File: config.mk
export PLATFORM = sky130hd
export DESIGN_NAME = bsw_regs
export DESIGN_NICKNAME = d
export VERILOG_FILES = /design/src/bsw_regs.v /design/src/bsw_flag.v /design/src/bsw_win_cmp.v
export VERILOG_INCLUDE_DIRS = /design/src
export SDC_FILE = /design/constraint.sdc
export NUM_CORES = 1
export LEC_CHECK = 0
export ABC_AREA = 1
export BUFFER_PORTS_ARGS = -buffer_cell sky130_fd_sc_hd__buf_2
export CORE_MARGIN = 2
export CORE_UTILIZATION = 56
export DETAILED_ROUTE_END_ITERATION = 8
export MAX_ROUTING_LAYER = met4
export PLACE_DENSITY = 0.87
export SYNTH_ARGS = -nofsm -noshare
export SYNTH_HDL_FRONTEND = slang
export SYNTH_SLANG_ARGS = --single-unit
File: constraint.sdc
create_clock -name ref_clk -period 2.5 [get_ports ref_clk]
set_input_delay 0.375 -clock ref_clk [delete_from_list [all_inputs] [get_ports ref_clk]]
set_output_delay 0.375 -clock ref_clk [all_outputs]
set_load 0.01 [all_outputs]
File: src/bsw_defs.vh
// Offsets, field positions and reset values of the bridge window registers
`ifndef BSW_DEFS_VH
`define BSW_DEFS_VH
// ----------------------------------------
// Configuration offsets (byte addresses)
// ----------------------------------------
`define BSW_OFF_STATUS 8'h1e
`define BSW_OFF_MEM_LOW 8'h20
`define BSW_OFF_MEM_HIGH 8'h22
`define BSW_OFF_PF_LOW 8'h24
`define BSW_OFF_PF_UPPER 8'h28
// ----------------------------------------
// Status bit positions
// ----------------------------------------
`define BSW_ST_SYSTEM_ERROR_SEEN 14
`define BSW_ST_MASTER_ABORT_SEEN 13
`define BSW_ST_TA_REC 12
`define BSW_ST_TA_SIG 11
`define BSW_ST_MPAR 8
// Fixed read-only status pattern: bits 10:9 = 01b, bit 7 = 1, bit 5 = 1
`define BSW_ST_FIXED 16'h02a0
// ----------------------------------------
// Window fields and reset values
// ----------------------------------------
`define BSW_WIN_MSB 15
`define BSW_WIN_LSB 4
`define BSW_MEM_LOW_RST 12'h000
`define BSW_MEM_HIGH_RST 12'h000
`define BSW_PF_LOW_RST 12'h000
`define BSW_PF_UPPER_RST 32'h00000000
// Low nibble of the prefetch base: 64-bit capable
`define BSW_WIDE_FLAG 4'h1
`endif

File: src/bsw_regs.v
// Secondary status and memory window registers of a bridge function
`include "bsw_defs.vh"

// Notes on behaviour
// - Seen system error sets bit 14
// - Own master abort sets bit 13
// - Received target abort sets bit 12
// - Signalled target abort sets bit 11
// - Bits 10:9 read fixed 01b
// - Parity fault as master, if enabled, sets bit 8
// - Bit 7 reads one, back-to-back capable
// - Bit 5 reads one, 66 MHz capable
// - Bits 6 and 4:0 read zero
// - Memory base field gives address 31:20
// - Memory limit field gives address 31:20, ones below
// - Forward memory cycles inside window inclusive
// - Low nibble of base and limit read zero
// - Base and limit reset to zero
// - Prefetch base field gives address 31:20
// - Upper base register supplies address 63:32
// - Prefetch base low nibble reads 1, 64-bit
// - Registers at 20h, 22h, 24h, 16 bits
module bsw_regs (
  // Clock and reset
  input wire ref_clk,
  input wire rstn,
  // Configuration access, 16-bit at even byte offsets
  input wire [7:0] cfg_addr,
  input wire cfg_wr,
  input wire cfg_rd,
  input wire [15:0] cfg_wdata,
  input wire [1:0] cfg_be,
  output reg [15:0] cfg_rdata,
  output reg cfg_hit,
  // Prefetch upper base word, held elsewhere
  input wire [31:0] pf_upper_base,
  // Bridge control bit 0
  input wire parity_response_enable,
  // Secondary bus events, one-cycle pulses
  input wire system_error_seen,
  input wire master_abort_evt,
  input wire target_abort_rx_evt,
  input wire target_abort_tx_evt,
  input wire master_is_read,
  input wire master_perr_asserted,
  input wire master_perr_detected,
  input wire master_active,
  // Upstream memory request decode
  input wire [63:0] req_addr,
  input wire req_valid,
  output reg fwd_mem,
  output reg fwd_pf
);

  // ----------------------------------------
  // Window registers
  // ----------------------------------------
  reg [11:0] window_low_bits_q;
  reg [11:0] window_high_bits_q;
  reg [11:0] prefetch_low_bits_q;
  wire [15:0] status_rd;
  wire [4:0] flags;
  wire wr_status;
  wire parity_evt;

  // Byte-enabled write to a field in bits 15:4
  function [11:0] merge_field;
    input [11:0] old_val;
    input [15:0] wdata;
    input [1:0] be;
    begin
      merge_field = old_val;
      if (be[0]) merge_field[3:0] = wdata[7:4];
      if (be[1]) merge_field[11:4] = wdata[15:8];
    end
  endfunction

  // Writable window fields, reset to zero
  always @(posedge ref_clk or negedge rstn) begin
    if (!rstn) begin
      window_low_bits_q <= `BSW_MEM_LOW_RST;
      window_high_bits_q <= `BSW_MEM_HIGH_RST;
      prefetch_low_bits_q <= `BSW_PF_LOW_RST;
    end else if (cfg_wr) begin
      if (cfg_addr == `BSW_OFF_MEM_LOW) begin
        window_low_bits_q <= merge_field(window_low_bits_q, cfg_wdata, cfg_be);
      end
      if (cfg_addr == `BSW_OFF_MEM_HIGH) begin
        window_high_bits_q <= merge_field(window_high_bits_q, cfg_wdata, cfg_be);
      end
      if (cfg_addr == `BSW_OFF_PF_LOW) begin
        prefetch_low_bits_q <= merge_field(prefetch_low_bits_q, cfg_wdata, cfg_be);
      end
    end
  end

  // ----------------------------------------
  // Sticky status flags
  // ----------------------------------------
  assign wr_status = cfg_wr && (cfg_addr == `BSW_OFF_STATUS);
  assign parity_evt = master_active && parity_response_enable &&
    ((master_is_read && master_perr_asserted) ||
     (!master_is_read && master_perr_detected));

  bsw_flag u_system_error_seen (
    .ref_clk(ref_clk),
    .rstn(rstn),
    .set_pulse(system_error_seen),
    .clr_pulse(wr_status && cfg_be[1] && cfg_wdata[`BSW_ST_SYSTEM_ERROR_SEEN]),
    .flag_q(flags[4])
  );
  bsw_flag u_master_abort_seen (
    .ref_clk(ref_clk),
    .rstn(rstn),
    .set_pulse(master_abort_evt),
    .clr_pulse(wr_status && cfg_be[1] && cfg_wdata[`BSW_ST_MASTER_ABORT_SEEN]),
    .flag_q(flags[3])
  );
  bsw_flag u_ta_rec (
    .ref_clk(ref_clk),
    .rstn(rstn),
    .set_pulse(target_abort_rx_evt),
    .clr_pulse(wr_status && cfg_be[1] && cfg_wdata[`BSW_ST_TA_REC]),
    .flag_q(flags[2])
  );
  bsw_flag u_ta_sig (
    .ref_clk(ref_clk),
    .rstn(rstn),
    .set_pulse(target_abort_tx_evt),
    .clr_pulse(wr_status && cfg_be[1] && cfg_wdata[`BSW_ST_TA_SIG]),
    .flag_q(flags[1])
  );
  bsw_flag u_mpar (
    .ref_clk(ref_clk),
    .rstn(rstn),
    .set_pulse(parity_evt),
    .clr_pulse(wr_status && cfg_be[1] && cfg_wdata[`BSW_ST_MPAR]),
    .flag_q(flags[0])
  );

  // Status image: flags plus fixed capability bits, reserved zero
  assign status_rd = `BSW_ST_FIXED |
    ({15'h0000, flags[4]} << `BSW_ST_SYSTEM_ERROR_SEEN) |
    ({15'h0000, flags[3]} << `BSW_ST_MASTER_ABORT_SEEN) |
    ({15'h0000, flags[2]} << `BSW_ST_TA_REC) |
    ({15'h0000, flags[1]} << `BSW_ST_TA_SIG) |
    ({15'h0000, flags[0]} << `BSW_ST_MPAR);

  // ----------------------------------------
  // Read data, registered one cycle after the strobe
  // ----------------------------------------
  always @(posedge ref_clk or negedge rstn) begin
    if (!rstn) begin
      cfg_rdata <= 16'h0000;
      cfg_hit <= 1'b0;
    end else if (cfg_rd) begin
      cfg_hit <= 1'b1;
      case (cfg_addr)
        `BSW_OFF_STATUS: cfg_rdata <= status_rd;
        `BSW_OFF_MEM_LOW: cfg_rdata <= {window_low_bits_q, 4'h0};
        `BSW_OFF_MEM_HIGH: cfg_rdata <= {window_high_bits_q, 4'h0};
        `BSW_OFF_PF_LOW: cfg_rdata <= {prefetch_low_bits_q, `BSW_WIDE_FLAG};
        default: begin
          cfg_rdata <= 16'h0000;
          cfg_hit <= 1'b0;
        end
      endcase
    end else begin
      cfg_hit <= 1'b0;
    end
  end

  // ----------------------------------------
  // Window decode
  // ----------------------------------------
  wire [63:0] mem_low_addr;
  wire [63:0] mem_high_addr;
  wire [63:0] pf_low_addr;
  wire mem_hit;
  wire pf_ge;

  // Base pads zeros below bit 20, limit pads ones
  assign mem_low_addr = {32'h00000000, window_low_bits_q, 20'h00000};
  assign mem_high_addr = {32'h00000000, window_high_bits_q, 20'hfffff};
  assign pf_low_addr = {pf_upper_base, prefetch_low_bits_q, 20'h00000};

  bsw_win_cmp u_mem_cmp (
    .low_addr(mem_low_addr),
    .high_addr(mem_high_addr),
    .addr(req_addr),
    .hit(mem_hit)
  );

  // Prefetch limit lives elsewhere; only the lower bound is checked here
  assign pf_ge = (req_addr >= pf_low_addr);

  // Registered forward decisions
  always @(posedge ref_clk or negedge rstn) begin
    if (!rstn) begin
      fwd_mem <= 1'b0;
      fwd_pf <= 1'b0;
    end else begin
      fwd_mem <= req_valid && mem_hit;
      fwd_pf <= req_valid && pf_ge;
    end
  end

endmodule // bsw_regs

File: src/bsw_flag.v
// One sticky status flag: set by hardware, cleared by writing one
module bsw_flag (
  // Clock and reset
  input wire ref_clk,
  input wire rstn,
  // Set and clear
  input wire set_pulse,
  input wire clr_pulse,
  // State
  output reg flag_q
);

  // Set wins over a same-cycle clear
  always @(posedge ref_clk or negedge rstn) begin
    if (!rstn) begin
      flag_q <= 1'b0;
    end else if (set_pulse) begin
      flag_q <= 1'b1;
    end else if (clr_pulse) begin
      flag_q <= 1'b0;
    end
  end

endmodule // bsw_flag

File: src/bsw_win_cmp.v
// Inclusive window compare on a 64-bit address
module bsw_win_cmp (
  // Window bounds
  input wire [63:0] low_addr,
  input wire [63:0] high_addr,
  // Address under test
  input wire [63:0] addr,
  // Result
  output wire hit
);

  // Inside base..limit, both ends included
  assign hit = (addr >= low_addr) && (addr <= high_addr);

endmodule // bsw_win_cmp

== Word level (Yosys, flattened, before mapping) ==
Cells that the tools add are included.
Storage, ports and cells
  flip-flop bits (word level): 60
  latch bits: 0
  memory bits (writable): 0
  bits in read-only memories: 0
  bits of input ports: 136
  output and inout port bits: 19
  word-level logic and storage cells: 67
  memories kept: 0
Cells by class
  $add $sub $neg: 0
  $mul: 0
  divide/modulo/power cells: 0
  order comparisons: 3
  eq/ne operators: 4
  shifts and indexed selects: 0
  muxes and demuxes: 13
  bitwise gates (word level): 4
  reduce and logical (&&, ||, !) cells: 28
Operators by type and width (count)
  $ge 64x32->1: 1
  $ge 64x64->1: 1
  $le 64x32->1: 1
  $pmux 16 s4: 1
  $eq 8x6->1 const B: 3
  $reduce_and 3->1: 6
  $or 15x12->15: 1
  $or 15x13->15: 1
  $or 15x14->15: 1
  $or 15x9->15: 1
  $logic_and 1x1->1: 14
  $mux 1: 12
  $reduce_bool 2->1: 5
  $eq 8x5->1 const B: 1
  $reduce_or 4->1: 1
  $logic_not 1->1: 1
  $logic_or 1x1->1: 1

== Longest topological paths before layout ==
  depth after elaboration: 6
  mapped depth: 14
  gate-level depth less buffers: 14

== Hierarchy ==
A second synthesis with hierarchy kept.
Second synthesis, totals
  cell total of the unflattened synthesis: 1091
  area total of the unflattened synthesis: 7362.1 um2
Modules (own cells, without submodules)
  bsw_regs: times used 1, cells each 521, area an instance 3782.4 um2, seq. area each 1301.2 um2
  bsw_win_cmp: times used 1, cells each 545, area an instance 3379.5 um2, seq. area each 0.0 um2
  bsw_flag: times used 5, cells each 5, area an instance 40.0 um2, seq. area each 25.0 um2

== Worst setup path after synthesis ==
Ideal clock, no wire load.
  kind: input to register
  start: input cfg_addr[1]
  end: register prefetch_low_bits_q[10]
  data arrival time: 1293 ps
  required time: 2380 ps
  slack: 1088 ps
  stages: 8
  path buffers: 1
  cells stage by stage: or2_1 -> nor3_2 -> nand2_2 -> inv_4 -> nand2_4 -> buf_6 -> nand2_2 -> o21ai_2
On the way
  word-level cells in the longest chain between the ends: 2
RTL lines
  start: declaration: line bsw_regs.v:28  | input wire [7:0] cfg_addr,
  $eq 8x6->1
  $reduce_and 3->1 (no source line)
  end signal: assignment: line bsw_regs.v:83  | prefetch_low_bits_q <= `BSW_PF_LOW_RST;
  end signal: assignment: line bsw_regs.v:92  | prefetch_low_bits_q <= merge_field(prefetch_low_bits_q, cfg_wdata, cfg_be);
  end: declaration: line bsw_regs.v:60  | reg [11:0] prefetch_low_bits_q;
Every way passes these cells.
A chain may end at the register's enable or synchronous reset.

== Worst setup path after layout ==
  start: register window_high_bits_q[3]
  end: register fwd_mem
On the way
  word-level cells in the longest chain between the ends: 3
RTL lines
  start: declaration: line bsw_regs.v:59  | reg [11:0] window_high_bits_q;
  start signal: assignment: line bsw_regs.v:82  | window_high_bits_q <= `BSW_MEM_HIGH_RST;
  start signal: assignment: line bsw_regs.v:89  | window_high_bits_q <= merge_field(window_high_bits_q, cfg_wdata, cfg_be);
  $le 64x32->1: line bsw_win_cmp.v:13  | assign hit = (addr >= low_addr) && (addr <= high_addr);
  $logic_and 1x1->1: line bsw_win_cmp.v:13
  $logic_and 1x1->1: line bsw_regs.v:203  | fwd_mem <= req_valid && mem_hit;
  end signal: assignment: line bsw_regs.v:203
  end: declaration: line bsw_regs.v:51  | output reg fwd_mem,
Every way passes these cells.

==> flow_summary.toml <==
[outcome]
outcome = "complete, no violations"

[timing]
rsz0062_at_grt = "false"
whs_ns = 0.167
setup_violations = 0
tns_ns = 0
tightest_slew_ns = 0.714
period_minus_slack_ns = 1.58
clock.fmax_mhz = 634
relSlewSlack_pct = 52.4
hold_viol = 0
fin_skew_ns = 0.00656
fin_crit_sh_pct = 63.1
final_max_slew_viol_count = 0

[route]
routed-via-count = 4679
first_pass_iters = 5
final_antenna_net_count = 0
post_drt_wl_per_cell_microns = 13.1
drt-total-wl_microns = 11900
drc = 0
drtIter0Drc = 194
viasPerCell = 5.18

[worst_hold_path]
hold_class = "input pin to asynchronous set/reset pin"

[grt]
grt_pass1_vias = 4332
grtUsageTotal_pct = 27.4
grt_max_degree = 58
grt_pass1_wl_microns = 18800
grt_overflow = 0
antenna_found_initial = 0

[clock_tree]
cts_hold_buf = 0
worstSkewPairLatency_ns = 0.34
clockBufferDepth = 2
cts_tree = "done"
clk_pin_slew_ns = 0.07
cts-resized-gates = 0
post_cts_buffers = 0
cts_buffers = 9
htreeDepth = 3
clk_root_buffer_cell = "clkbuf_8"
cts.sinks = 57

[floorplan]
core_sq_um = 8090
die_area_sq_um = 9000
io-pin-count = 155
initial_core_util_pct = 57.1
fp.dieH_microns = 94.9
rows = 33
die_w_microns = 94.9

[logic_synthesis]
synth_warnings = 0
syn_inst = 641
synth_seq_cells = 57
synth_edf_count = 0
ys_seq_area_share_pct = 30.8
yosys_most_used_dff = "dfrtp_1"
ys_async_sr_fraction_pct = 100
ys_types = 34
syn_avg_cell_area_sq_um = 7.21
synth.cell_area_sq_um = 4620

[run]
drv_cap = 0

[worst_setup_path]
start_kind = "flop"
cp.arrival_ns = 1.81
reg2reg_slack_ns = 0.92
r2r_cells = 9
cp_data_required_time_ns = 2.73
endpoint_kind = "flop"
r2r_start = "window_high_bits_q[3]"
crit_path_max_fanout = 2
r2r-end = "fwd_mem"
criticalPathCategory = "flop to flop"

[finish]
area_delta_synth_final_pct = 22.4
diodes = 0
fill_cells = 688
multi_input_area_sq_um = 2680
fin_util_pct = 69.9
seq_area_sq_um = 1430
layout.nets = 997
mostFrequentLayoutCells = "nand2_1, buf_2, inv_1"
final_common_cell = "nand2_1"
drive_above_1_share_pct = 24.6

[placed_design]
hpwlAfterDp_microns = 9940
numPortBuffers = 147
routabilityCongestion = 0.890

[pwr]
powerDensity_nw_per_um2 = 412
ir_worst_vdd_mv = 0.424
power.leakage_nw = 3.15
total_power_mw = 2.33
cell usage after synthesis, types with 4 or more instances:
cell type,number,area [sq um]
nand2_1,172,646
inv_1,119,447
ha_1,68,851
dfrtp_1,57,1430
nor2_1,55,206
o21ai_0,40,200
a21oi_1,24,120
nand4_1,17,106
o21ai_2,16,140
nand3_1,15,75.1
nand2_2,8,50.1
nor4_1,5,31.3
o22ai_1,5,31.3
a21o_1,4,30.0
per-stage QoR:
stage	instance area (sq um)	instances	worst slack (ns)
2_1_floorplan	4630	643	1.09
4_1_cts	5660	903	0.959
6_report	5660	903	0.923
3_5_place_dp	5440	887	0.759
3_3_place_gp	5440	887	0.849
5_1_grt	5660	903	0.749
area by class of cell:
class,count,area share [%]
repair buffers,148,13.1
clock inverters,4,0.884
clock buffers,12,2.92
well taps,105,2.32
multi-input cells,454,47.3
flip-flops and latches,57,25.2
inverters,123,8.22
worst max path at each step:
stage                     startpoint                 endpoint  slack, ns
2_1_floorplan            cfg_addr[1]  prefetch_low_bits_q[10]       1.09
3_3_place_gp             cfg_addr[6]    window_high_bits_q[8]       0.85
3_5_place_dp             cfg_addr[7]   window_high_bits_q[11]       0.76
4_1_cts        window_high_bits_q[3]                  fwd_mem       0.96
5_1_grt        window_high_bits_q[3]                  fwd_mem       0.75
6_report       window_high_bits_q[3]                  fwd_mem       0.92
metal layers:
metal | part of all wire [%] | up-vias | GRT usage, %
met3 | 6.8 | 14 | 3.91
met1 | 42 | 2121 | 32.1
met2 | 50 | 170 | 48.8
li1 | - | 2374 | -
met4 | 1.3 | 0 | 7.97
met5 | 0 | - | -
sequential cells by signal, indices dropped and copies added, names as in the netlist:
| name | flops |
|---|---|
| window_low_bits_q | 12 |
| cfg_rdata | 13 |
| prefetch_low_bits_q | 12 |
| u_mpar.flag_q | 1 |
| fwd_pf | 1 |
| u_master_abort_seen.flag_q | 1 |
| window_high_bits_q | 12 |
| u_ta_sig.flag_q | 1 |
| cfg_hit | 1 |
| fwd_mem | 1 |
| u_system_error_seen.flag_q | 1 |
| u_ta_rec.flag_q | 1 |
critical path, cell delays in order (launching register included):
cell     delay, ns
dfrtp_1       0.35
inv_1         0.07
ha_1          0.29
nand2_1       0.07
o21ai_0       0.31
nand2_1       0.09
nand3_1       0.09
o21ai_0       0.08
nand2_1       0.08
a21oi_1       0.04
cell families after synthesis:
family,after synthesis,synth area share (%)
buffers and inverters,132,11.4
adders and majority gates,68,18.4
AOI/OAI and AO/OA,102,13.4
and+or+nand+nor,280,25.6
DFF,57,30.8
other,1,0.0811
muxes,1,0.216
power by group:
part | switching [mW] | internal (mW) | total (mW)
clock network | 0.387 | 0.540 | 0.926
logic | 0.254 | 0.195 | 0.450
registers | 0.0129 | 0.940 | 0.953
total | 0.654 | 1.68 | 2.33
No activity file was read; power rests on OpenSTA's default activity.
